**config.mk**
```make
export PLATFORM = sky130hd
export DESIGN_NAME = pcnt_top
export DESIGN_NICKNAME = d
export VERILOG_FILES = /design/src/shared/pcnt_pkg.sv /design/src/pcnt_top.sv
export SDC_FILE = /design/constraint.sdc
export NUM_CORES = 1
export LEC_CHECK = 0
export BUFFER_PORTS_ARGS = -buffer_cell sky130_fd_sc_hd__buf_2
export CORE_UTILIZATION = 35
export CTS_BUF_LIST = sky130_fd_sc_hd__clkbuf_8
export CTS_CLUSTER_SIZE = 40
export DETAILED_ROUTE_END_ITERATION = 8
export MAX_ROUTING_LAYER = met4
export PLACE_DENSITY = 0.53
export SKIP_CTS_REPAIR_TIMING = 1
export SKIP_LAST_GASP = 1
export SLEW_MARGIN = 5
export SYNTH_ARGS = -nofsm -noshare
export SYNTH_HDL_FRONTEND = slang
export SYNTH_SLANG_ARGS = --single-unit
```
**constraint.sdc**
```tcl
create_clock -name mclk -period 4.95 [get_ports mclk]
set_input_delay 0.7425 -clock mclk [delete_from_list [all_inputs] [get_ports mclk]]
set_output_delay 0.7425 -clock mclk [all_outputs]
set_load 0.01 [all_outputs]
```
**src/shared/pcnt_pkg.sv**
```systemverilog
/*
  Package for the eight-input pulse counter block: register offsets, field
  positions, reset values, lamp timing and the thumbwheel and link lamp encodings.
  Assumes a 250 MHz module clock and a register port driven by the host
  side logic that carries Modbus input and holding register accesses.
*/
package pcnt_pkg;

  // ==========================================================================
  // Clock and timing
  // ==========================================================================
  localparam int unsigned CLK_HZ           = 250_000_000;
  localparam int unsigned HOLD_CLEAR_MS    = 500;   // companion input hold time
  localparam int unsigned CLEAR_LAMP_MS    = 500;   // clear indication time
  localparam int unsigned SLOW_BLINK_MHZ   = 1400;  // 1.4 Hz in millihertz
  localparam int unsigned FAST_BLINK_MHZ   = 2800;  // 2.8 Hz in millihertz
  localparam int unsigned MODE_BLINK_MHZ   = 1400;
  localparam int unsigned LINK_BLINK_MHZ   = 2800;
  localparam int unsigned MAX_PULSE_HZ     = 100;
  localparam int unsigned DEBOUNCE_US      = 1000;  // well under half a 100 Hz period
  // Derived cycle counts: least times round up, half periods round down
  localparam longint HOLD_CLEAR_CYC = (longint'(CLK_HZ) * HOLD_CLEAR_MS + 999) / 1000;
  localparam longint CLEAR_LAMP_CYC = (longint'(CLK_HZ) * CLEAR_LAMP_MS + 999) / 1000;
  localparam longint SLOW_HALF_CYC  = (longint'(CLK_HZ) * 1000) / (2 * SLOW_BLINK_MHZ);
  localparam longint FAST_HALF_CYC  = (longint'(CLK_HZ) * 1000) / (2 * FAST_BLINK_MHZ);
  localparam longint DEBOUNCE_CYC   = (longint'(CLK_HZ) * DEBOUNCE_US + 999_999) / 1_000_000;

  // ==========================================================================
  // Register map (word index within the block's area)
  // ==========================================================================
  localparam logic [3:0] IN_TYPE_OFS    = 4'h0; // input register 30xx0
  localparam logic [3:0] IN_LEVELS_OFS  = 4'h1; // input register 30xx1
  localparam logic [3:0] IN_CNT1_HI_OFS = 4'h2; // input register 30xx2
  localparam logic [3:0] IN_CNT1_LO_OFS = 4'h3;
  localparam logic [3:0] IN_CNT7_HI_OFS = 4'h4;
  localparam logic [3:0] IN_CNT7_LO_OFS = 4'h5;
  localparam logic [3:0] HOLD_SPARE_OFS = 4'h0; // holding register 40xx0
  localparam logic [3:0] HOLD_CLR_OFS   = 4'h1; // holding register counter_clear_control
  localparam int unsigned CLR_ONE_BIT   = 0;
  localparam int unsigned CLR_SEVEN_BIT = 1;
  localparam logic [15:0] HOLD_RESET    = 16'h0000;
  localparam logic [3:0] STATIC_NREGS   = 4'h2;
  localparam logic [3:0] COUNT_NREGS    = 4'h6;
  localparam logic [3:0] HOLD_NREGS     = 4'h2;

  // Thumbwheel decode classes
  typedef enum logic [3:0] {
    PCNT_TW_DELIVERY = 4'b0001,
    PCNT_TW_PAIRING  = 4'b0010,
    PCNT_TW_SLAVE    = 4'b0100,
    PCNT_TW_BAD      = 4'b1000
  } pcnt_tw_t;

  // Link lamp states
  typedef enum logic [2:0] {
    PCNT_LK_IDLE   = 3'b001,
    PCNT_LK_CONFIG = 3'b010,
    PCNT_LK_CYCLIC = 3'b100
  } pcnt_link_t;

endpackage : pcnt_pkg

```
**src/pcnt_top.sv**
```systemverilog
/*
  Eight-input pulse counter module logic: static sampling or two 32-bit
  pulse counters, counter clears, thumbwheel decode and status lamps.
  Assumes raw field inputs, switches and thumbwheel are asynchronous; the
  register port and host status inputs are synchronous to mclk.
  // Function
  // - Switch one off static, on counter
  // - Mode switch sampled only at power-up
  // - Static mode reports all eight levels
  // - Counter mode counts lines one and seven
  // - Counting needs host in Modbus mode
  // - Counters increment only, wrap to zero
  // - Counters zeroed at power-up
  // - Holding bits 0/1 clear counters
  // - Half-second companion hold clears counter
  // - Companion lamp lit half second on clear
  // - Pulse lamps toggle; static lamps follow
  // - Fault lamp off, slow, fast, steady
  // - Mode lamp blinks on pending change
  // - Link lamp off, blinking, steady
  // - Thumbwheel decoded into address classes
  // - Type identifier and mode-sized input registers
  // - Holding registers exist in counter mode
*/
module pcnt_top
  import pcnt_pkg::*;
#(
  parameter int unsigned HOLD_CYC     = 32'(pcnt_pkg::HOLD_CLEAR_CYC),
  parameter int unsigned LAMP_CYC     = 32'(pcnt_pkg::CLEAR_LAMP_CYC),
  parameter int unsigned SLOW_CYC     = 32'(pcnt_pkg::SLOW_HALF_CYC),
  parameter int unsigned FAST_CYC     = 32'(pcnt_pkg::FAST_HALF_CYC),
  parameter int unsigned DEB_CYC      = 32'(pcnt_pkg::DEBOUNCE_CYC),
  parameter logic [15:0] STATIC_ID    = 16'h00A1, // arbitrary value
  parameter logic [15:0] COUNT_ID     = 16'h00B2  // arbitrary value
) (
  // Clock, reset, enable
  input  wire logic        mclk,
  input  wire logic        rst,
  input  wire logic        ce,
  // Field inputs and front controls (asynchronous)
  input  wire logic [7:0]  input_line,
  input  wire logic        mode_switch,
  input  wire logic [7:0]  thumbwheel_bcd,
  // Host side status (synchronous)
  input  wire logic        host_modbus_mode,
  input  wire logic        link_configuring,
  input  wire logic        link_cyclic,
  input  wire logic        link_comm_lost,
  input  wire logic        internal_error,
  // Register port
  input  wire logic        reg_rd,
  input  wire logic        reg_wr,
  input  wire logic        reg_holding,
  input  wire logic [3:0]  reg_addr,
  input  wire logic [15:0] reg_wdata,
  output logic [15:0]      reg_rdata,
  output logic             reg_ack,
  output logic             reg_err,
  // Address decode
  output logic [6:0]       io_pairing_address,
  output logic [3:0]       tw_class,
  // Lamps
  output logic [7:0]       input_lamp,
  output logic             fault_lamp,
  output logic             counter_mode_lamp,
  output logic             link_lamp,
  output logic             power_lamp
);

  // ==========================================================================
  // State
  // ==========================================================================
  typedef struct packed {
    logic [7:0]  s1, s2;          // synchroniser stages for the inputs
    logic [1:0]  m1, m2;          // mode switch sync; bit 1 marks a real sample
    logic [7:0]  t1, t2;          // thumbwheel sync
    logic        mode_cnt;        // applied mode, held from power-up
    logic        cap_done;        // power-up capture already taken
    logic [1:0]  deb;             // debounced counting inputs
    logic [1:0][19:0] debc;       // debounce counters
    logic [1:0][31:0] cnt;
    logic [1:0]  plamp;           // pulse toggle lamps
    logic [1:0][27:0] hold;       // companion hold counters
    logic [1:0]  held;            // hold already acted on
    logic [1:0][27:0] lamp;       // clear indication timers
    logic [15:0] hreg0, hreg1;
    logic [7:0]  tw_base;         // thumbwheel at power-up
    logic        tw_chg;
    logic [27:0] blink;
    logic        slow_ph, fast_ph;
    logic [27:0] fblink;
    logic [15:0] rdata;
    logic        ack, err;
  } pcnt_st_t;

  pcnt_st_t st_r, st_nxt;

  // Digit decode used for the power-up value only; the live value is compared raw
  function automatic logic [3:0] pcnt_tw_dec(input logic [7:0] v);
    if (v == 8'h00)
      pcnt_tw_dec = PCNT_TW_DELIVERY;
    else if (v[7:4] <= 4'h9 && v[3:0] <= 4'h9)
      pcnt_tw_dec = PCNT_TW_PAIRING;
    else if (v[7:4] > 4'h9 && v[3:0] >= 4'h1 && v[3:0] <= 4'h9)
      pcnt_tw_dec = PCNT_TW_SLAVE;
    else
      pcnt_tw_dec = PCNT_TW_BAD;
  endfunction : pcnt_tw_dec

  logic       count_on;
  logic [1:0] deb_raw;
  logic [1:0] comp_raw;
  logic [1:0] clr_wr;

  assign count_on = st_r.mode_cnt & host_modbus_mode;
  assign deb_raw  = {st_r.s2[6], st_r.s2[0]};
  assign comp_raw = {st_r.s2[4], st_r.s2[2]};
  // Each accepted write with a bit at one clears; no self-clear needed
  assign clr_wr   = (ce && reg_wr && reg_holding && st_r.mode_cnt
                     && reg_addr == HOLD_CLR_OFS)
                    ? {reg_wdata[CLR_SEVEN_BIT], reg_wdata[CLR_ONE_BIT]}
                    : 2'b00;

  // ==========================================================================
  // Next state
  // ==========================================================================
  always_comb begin
    logic [1:0] rise;
    logic [1:0] clr;
    logic [3:0] nregs;
    rise   = 2'b00;
    clr    = 2'b00;
    nregs  = 4'h0;
    st_nxt = st_r;
    // Two-stage synchronisers; stage one feeds stage two only
    st_nxt.s1 = input_line;
    st_nxt.s2 = st_r.s1;
    st_nxt.m1 = {1'b1, mode_switch};
    st_nxt.m2 = st_r.m1;
    st_nxt.t1 = thumbwheel_bcd;
    st_nxt.t2 = st_r.t1;
    // Latch mode and address once after power-up, never again.
    // Bit 1 of the switch stage only rises once the synchroniser holds
    // a real sample, so the capture never sees the reset zero; a later
    // lever change only shows as a pending indication on the lamps
    if (st_r.m2[1] && !st_r.cap_done) begin
      st_nxt.cap_done = 1'b1;
      st_nxt.mode_cnt = st_r.m2[0];
      st_nxt.tw_base  = st_r.t2;
    end
    // Fast blink timebase, shared by fault and link lamps
    if (st_r.fblink >= 28'(FAST_CYC)) begin
      st_nxt.fblink  = 28'h0;
      st_nxt.fast_ph = ~st_r.fast_ph;
    end else begin
      st_nxt.fblink = st_r.fblink + 28'h1;
    end
    // Slow blink timebase
    if (st_r.blink >= 28'(SLOW_CYC)) begin
      st_nxt.blink   = 28'h0;
      st_nxt.slow_ph = ~st_r.slow_ph;
    end else begin
      st_nxt.blink = st_r.blink + 28'h1;
    end
    st_nxt.tw_chg = st_r.cap_done && (st_r.t2 != st_r.tw_base);
    // Per counter: debounce, count, companion hold, clear lamp
    for (int i = 0; i < 2; i++) begin
      if (deb_raw[i] == st_r.deb[i]) begin
        st_nxt.debc[i] = 20'h0;
      end else if (st_r.debc[i] >= 20'(DEB_CYC)) begin
        st_nxt.debc[i] = 20'h0;
        st_nxt.deb[i]  = deb_raw[i];
        rise[i]        = deb_raw[i];
      end else begin
        st_nxt.debc[i] = st_r.debc[i] + 20'h1;
      end
      if (comp_raw[i] && count_on) begin
        if (st_r.hold[i] >= 28'(HOLD_CYC - 1)) begin
          clr[i]         = !st_r.held[i];
          st_nxt.held[i] = 1'b1;
        end else begin
          st_nxt.hold[i] = st_r.hold[i] + 28'h1;
        end
      end else begin
        st_nxt.hold[i] = 28'h0;
        st_nxt.held[i] = 1'b0;
      end
      clr[i] = clr[i] | clr_wr[i];
      if (clr[i])
        st_nxt.cnt[i] = 32'h0;
      else if (rise[i] && count_on)
        st_nxt.cnt[i] = st_r.cnt[i] + 32'h1;
      if (rise[i] && count_on)
        st_nxt.plamp[i] = ~st_r.plamp[i];
      if (clr[i])
        st_nxt.lamp[i] = 28'(LAMP_CYC);
      else if (st_r.lamp[i] != 28'h0)
        st_nxt.lamp[i] = st_r.lamp[i] - 28'h1;
    end
    // Register port, one-cycle answer
    // Counter words are read live: a carry between two reads can tear
    st_nxt.ack   = 1'b0;
    st_nxt.err   = 1'b0;
    st_nxt.rdata = 16'h0000;
    nregs = st_r.mode_cnt ? COUNT_NREGS : STATIC_NREGS;
    if (reg_rd || reg_wr) begin
      st_nxt.ack = 1'b1;
      if (reg_holding) begin
        if (!st_r.mode_cnt || reg_addr >= HOLD_NREGS) begin
          st_nxt.err = 1'b1;
        end else if (reg_wr) begin
          if (reg_addr == HOLD_SPARE_OFS)
            st_nxt.hreg0 = reg_wdata;
          else
            st_nxt.hreg1 = reg_wdata;
        end else begin
          st_nxt.rdata = (reg_addr == HOLD_SPARE_OFS) ? st_r.hreg0 : st_r.hreg1;
        end
      end else if (reg_wr || reg_addr >= nregs) begin
        st_nxt.err = 1'b1;
      end else begin
        case (reg_addr)
          IN_TYPE_OFS:    st_nxt.rdata = st_r.mode_cnt ? COUNT_ID : STATIC_ID;
          IN_LEVELS_OFS:  st_nxt.rdata = {8'h00, st_r.s2};
          IN_CNT1_HI_OFS: st_nxt.rdata = st_r.cnt[0][31:16];
          IN_CNT1_LO_OFS: st_nxt.rdata = st_r.cnt[0][15:0];
          IN_CNT7_HI_OFS: st_nxt.rdata = st_r.cnt[1][31:16];
          IN_CNT7_LO_OFS: st_nxt.rdata = st_r.cnt[1][15:0];
          default:        st_nxt.err   = 1'b1;
        endcase
      end
    end
    if (!ce)
      st_nxt = st_r;
  end

  // ==========================================================================
  // Register the state; power-up clears counters
  // ==========================================================================
  always_ff @(posedge mclk) begin
    if (rst) begin
      st_r       <= '0;
      st_r.hreg1 <= HOLD_RESET;
    end else begin
      st_r <= st_nxt;
    end
  end

  // ==========================================================================
  // Outputs
  // ==========================================================================
  logic pending;
  logic [3:0] twc;
  assign pending   = st_r.cap_done && (st_r.m2[0] != st_r.mode_cnt);
  assign twc       = pcnt_tw_dec(st_r.tw_base);
  assign tw_class  = twc;
  assign io_pairing_address = (twc == PCNT_TW_PAIRING)
                              ? 7'(st_r.tw_base[7:4] * 4'hA + st_r.tw_base[3:0])
                              : 7'h00;
  assign reg_rdata = st_r.rdata;
  assign reg_ack   = st_r.ack;
  assign reg_err   = st_r.err;
  assign power_lamp = 1'b1;

  // Lamps: counter mode shows pulses and clears, static follows levels
  always_comb begin
    input_lamp = st_r.s2;
    if (st_r.mode_cnt) begin
      input_lamp    = 8'h00;
      input_lamp[0] = st_r.plamp[0];
      input_lamp[6] = st_r.plamp[1];
      input_lamp[2] = st_r.lamp[0] != 28'h0;
      input_lamp[4] = st_r.lamp[1] != 28'h0;
    end
  end

  // Priority: critical error, lost link, pending change
  always_comb begin
    if (internal_error)
      fault_lamp = 1'b1;
    else if (link_comm_lost)
      fault_lamp = st_r.fast_ph;
    else if (st_r.tw_chg || pending)
      fault_lamp = st_r.slow_ph;
    else
      fault_lamp = 1'b0;
  end

  assign counter_mode_lamp = pending ? st_r.slow_ph : st_r.mode_cnt;

  always_comb begin
    if (link_cyclic)
      link_lamp = 1'b1;
    else if (link_configuring)
      link_lamp = st_r.fast_ph;
    else
      link_lamp = 1'b0;
  end

endmodule : pcnt_top

```
==> Word level (Yosys, flattened, before mapping) <==
Cells that the tools add are included.
Widths: inputs -> output; s select.
{ "classes": {"addsub": 11, "multipliers": 1, "n_lt_le_gt_ge": 12, "n_eq_ne": 14, "n_mux": 55, "bitwise_logic": 11, "reduce_logical": 48} }
{ "op_table": {"columns": ["op", "n"], "rows": [
  ["$mux 28", 10],
  ["$mux 32", 4],
  ["$add 28x1->28 const B", 4],
  ["$pmux 16 s6", 1],
  ["$ge 28x27->1 const B", 3],
  ["$mux 16", 5],
  ["$mux 20", 4],
  ["$add 32x1->32 const B", 2],
  ["$reduce_bool 28->1", 2],
  ["$sub 28x1->28 const B", 2],
  ["$add 20x1->20 const B", 2],
  ["$ge 20x18->1 const B", 2],
  ["$ge 28x26->1 const B", 1],
  ["$reduce_and 2->1", 13],
  ["$mux 1", 22],
  ["$mux 18", 1],
  ["$logic_and 1x1->1", 14],
  ["$eq 4x2->1 const B", 3],
  ["$mux 4", 3],
  ["$reduce_and 6->1", 2],
  ["$eq 4x3->1 const B", 2],
  ["$le 4x4->1 const B", 2],
  ["$logic_not 8->1", 1],
  ["$mux 8", 1],
  ["other kinds (25)", 46]
]} }
{ "totals": {"ff_bits": 377, "inputBits": 48, "output_inout_bits": 41, "elab_cells": 185} }

==> Longest topological paths before layout <==
{ "depth": {"word_depth": 8, "ltp_mapped": 11, "ltp_nobuf": 9} }

==> Least setup slack after synthesis <==
Ideal clock, no wire load.
{ "synth_path": {"path_type": "in2reg", "start": "input port reg_addr[3]", "end": "register st_r[145] (netlist bit)", "setup_time_ns": 0.128, "t_arrival_ns": 2.764, "required_time_ns": 4.822, "path_slack_ns": 2.058, "stages": 11, "n_path_buf": 6, "path_cell_list": "clkbuf_1 -> nor3_1 -> and2_1 -> clkbuf_1 -> and3_1 -> buf_2 -> or3_1 -> clkbuf_1 -> buf_2 -> buf_1 -> nor2_1"} }
{ "synth_between": {"elab_chain_cells": 6, "elab_cells_between_ends": 7, "cone_classes": "eq/ne: 1; mux: 2; bitwise: 1; reduce/logical: 3"} }
{ "synth_rtl": {"columns": ["element", "line", "text"], "rows": [
  ["from (decl)", "pcnt_top.sv:54", "input wire logic [3:0] reg_addr,"],
  ["$eq 4x1->1 (*)", "pcnt_top.sv:120", "&& reg_addr == HOLD_CLR_OFS)"],
  ["$logic_and 1x1->1 (*)", "pcnt_top.sv:120", null],
  ["$mux 2 (*)", "pcnt_top.sv:121", "? {reg_wdata[CLR_SEVEN_BIT], reg_wdata[CLR_ONE_BIT]}"],
  ["$or 1x1->1 (*)", "pcnt_top.sv:188", "clr[i] = clr[i] | clr_wr[i];"],
  ["$reduce_bool 2->1 (no line)", null, null],
  ["$reduce_and 2->1 (no line)", null, null],
  ["to (signal assigned)", "pcnt_top.sv:245", "st_r <= st_nxt;"],
  ["to (decl)", "pcnt_top.sv:96", "pcnt_st_t st_r, st_nxt;"]
]} }
Every way passes the cells marked *; elsewhere a longest branch is shown, timed or not.
A chain may end at the register's enable or synchronous reset.

==> Worst setup path in the final report <==
{ "layout_path": {"start": "register st_r[136] (netlist bit)", "end": "output port input_lamp[2]"} }
{ "layout_between": {"elab_chain_cells": 2} }
{ "layout_rtl": {"columns": ["element", "line", "text"], "rows": [
  ["$reduce_bool 28->1", "pcnt_top.sv:272", "input_lamp[2] = st_r.lamp[0] != 28'h0;"],
  ["$mux 8", "pcnt_top.sv:268", "if (st_r.mode_cnt) begin"],
  ["to (decl)", "pcnt_top.sv:63", "output logic [7:0] input_lamp,"]
]} }
No other way between the ends.

==> summary.txt <==
Outcome
  – Status: complete, no violations

Die
  – Io pins: ~90
  – # rows: a little over 80
  – Die height: ~230 um
  – Die X: about 230 um
  – Core area: 0.0516 mm2
  – Die area: about 0.054 mm2
  – Initial core utilization: a little over a third

Clocking
  – Total CTS buffers: 67
  – Max Root-Sink Buffers: 3
  – Htree depth: 3
  – CTS tree: done
  – Insertion delay to the later sink of the worst-skew pair: about 640 ps
  – Clock transition at the registers of the reported paths: approximately 60 ps
  – Root Buffer: clkbuf_8
  – Clk sinks: 377

Synth
  – Ys flop type: dfxtp_1
  – Post-synthesis mux area share: 3.00%
  – Post-Synth Adder-Cell Area: under 10%
  – Synth Area in Compound Gates: between 10% and 20%
  – Syn nets: around 2.4k
  – Simple-gate share of the synthesized area: ~27%
  – YS warnings: 0
  – XOR/XNOR share of the synthesized area: approximately 6.4%
  – #FFs+latches synth: about 380
  – EDFF count, synth: 0
  – Netlist cell types: 73
  – Cells after Synth: between 2k and 2.5k
  – Share of the yosys chip area belonging to registers: 41.0%
  – Avg Synthesized Cell Area: about 8.0 um2
  – Largest family of logic cells by synthesized area: simple AND/OR/NAND/NOR gates
  – Post-synthesis instance area: 0.0184 mm2
  – Fraction of registers with async set/reset: 0%

Routing
  – Drt drc: 0
  – Via count: ~17k
  – Post-Route WL: approximately 50 mm
  – Post-DR vias/cell: between 5 and 6
  – DRT iter0 DRCs: roughly 1.2k
  – Post-DR wirelength/cell: 16.4 um
  – ANT nets after route: 0
  – DRT Pass-1 Iters: 5

GRT
  – Vias in the first global route: roughly 16k
  – Met3 usage: 3.40%
  – GRT met2 Usage: a little over 30%
  – First-pass GRT wire length: between 80 and 90 mm
  – Global Route Usage Sum: approximately a fifth
  – Busiest grt layer: met2
  – Initial antenna violation count: 1
  – GR Layer Usage met1: between 20% and 30%
  – Gr ovfl total: 0
  – Largest net degree at the start of global routing: between 70 and 80

Power
  – Int Pwr: roughly 0.0055 W
  – Power Density: between 300 and 400 mW/mm2
  – Comb power frac: about a fifth
  – Clock Power Share: a little over a third
  – Max VDD drop: 0.213 mV
  – Flop pwr share: a little over two fifths
  – Sw power: 0.00256 W
  – Leak pwr: just over 7 nW
  – Sw frac: a little under a third

Timing
  – Worst slew margin: between 20 and 25%
  – Final period util: 72.3%
  – Setup repair after global routing missed its margin: false
  – Fmax: between 200 and 300 MHz
  – Final Skew: between 20 and 25 ps
  – Period minus WS final: between 3000 and 4000 ps
  – Final setup fails: 0
  – Final worst slack: ~1400 ps
  – Total Neg Setup Slack: 0 ps
  – Slew Limit Fails: 0
  – Fin Hold WS: between 300 and 400 ps
  – Slew @ Worst Pin: between 1000 and 1500 ps
  – Final hold viol count: 0

Setup path
  – Slowest-stage cell, CP: or4_1
  – Critical path arrival: approximately 2800 ps
  – Max FO, Critical Path: 7
  – Critical Path Sink Type: output pin
  – Critical Path RT: approximately 4200 ps
  – Crit-path max cell delay: about 700 ps
  – Setup CP Type: register to output pin
  – Flop2flop setup slack: between 1500 and 2000 ps
  – Startpoint Class: register
  – Critical-path cell list: or4_1, nand4bb_1, nor4_2, a21oi_1, buf_2

Run
  – Max-cap viol count: 0

Placed design
  – GPL Wtd Cong: approximately 0.83
  – Dpl ws: approximately 1400 ps
  – Port bufs: a little under 90
  – Dpl hpwl: between 30 and 40 mm
  – Placed instance count: 2948

Finish
  – Layout area overhead: 12.6%
  – Non-Filler Instances: 3064
  – Share of cells above drive strength 1: between 10% and 20%
  – Final Net Count: 2409

Worst hold path
  – Worst min-delay path class: input pin to register
==> per-stage QoR <==
step | util (%) | power (W) | area (um2)
floorplan | - | 0.00481 | 18400
global placement | 37.6 | 0.00520 | 19400
detailed placement | 37.6 | 0.00523 | 19400
CTS | 40.1 | 0.00816 | 20700
global route | 40.2 | 0.00854 | 20700
finish | 40.2 | 0.00807 | 20700
==> power groups by stage <==
stage	registers, W	clock network (W)	logic, W
CTS	0.00347	0.00298	0.00171
floorplan	0.00348	0	0.00133
detailed placement	0.00353	0	0.00170
global placement	0.00353	0	0.00168
global route	0.00351	0.00312	0.00191
finish	0.00347	0.00289	0.00171
==> per-layer routing <==
metal  up-vias  wire length (um)
li1       8245                 -
met1      7904             23000
met2       387             23200
met3       100              2610
met4         0              1490
met5         -                 0
==> final timing paths <==
path	from	end	depth (start not counted)
hold reg to reg	st_r[93]	st_r[93]	2
setup reg to reg	st_r[181]	st_r[128]	8
setup / recovery	st_r[136]	input_lamp[2]	5
hold / removal	reg_wdata[13]	st_r[114]	3
==> cell type report <==
type | count | area, um2
Fill cell | 5251 | 30900
Multi-Input combinational cell | 1714 | 10100
Sequential cell | 377 | 7550
Clock buffer | 83 | 1140
Tap cell | 680 | 851
Timing Repair Buffer | 115 | 667
Inverter | 62 | 233
Clock inverter | 31 | 171
Antenna cell | 2 | 5.00
==> cells in the mapped netlist (all sizes together) (20+ instances only) <==
library cell  count  share of area, %
a22oi            31               1.3
nor3             58               1.6
xnor2            66               3.1
clkbuf           98               2.0
buf              36               1.1
nor4             48               1.7
inv              60               1.2
and2             34               1.2
nand4            45               1.5
dfxtp           377                41
nor3b            20              0.82
nand3            77               2.1
a21oi           192               5.2
ha               22               1.5
or3              59               2.0
xor2             69               3.3
o21ai           115               3.1
mux2i            53               2.9
nand2           245               5.0
nor2            290               5.9
and3             34               1.2
or4              26               1.1
==> critical path, delay by kind of cell, from the launching register on <==
kind | cells | cell delay [ps]
AOI/OAI and AO/OA | 1 | 190
buffers and inverters | 1 | 180
DFF | 1 | 360
and+or+nand+nor | 3 | 1480
==> layout by cell type (no fill, tap or decap), types with 57 or more instances in the layout <==
| cell type | n |
|---|---|
| nor3_1 | 57 |
| a21oi_1 | 191 |
| nand3_1 | 77 |
| buf_2 | 85 |
| nand2_1 | 245 |
| o21ai_0 | 110 |
| xor2_1 | 69 |
| clkbuf_8 | 83 |
| dfxtp_1 | 377 |
| xnor2_1 | 66 |
| or3_1 | 59 |
| inv_1 | 80 |
| nor2_1 | 290 |
==> flip-flops by register name (all words and copies together) (netlist names) <==
register and flops:
reg_ack 1, st_r 355, reg_rdata 16, deb_raw 2, reg_err 1, comp_raw 2
==> kinds of logic (layout without fill, tap and decap cells) <==
kind of cell / after synthesis / count (layout)
flops: 377 / 377
compound gates: 495 / 495
xor+xnor: 135 / 135
mux: 55 / 55
fa+ha+maj: 24 / 24
other cells: 1 / 3
simple gates: 1004 / 1004
buf+inv: 196 / 291
(Power assumes the default switching activity.)
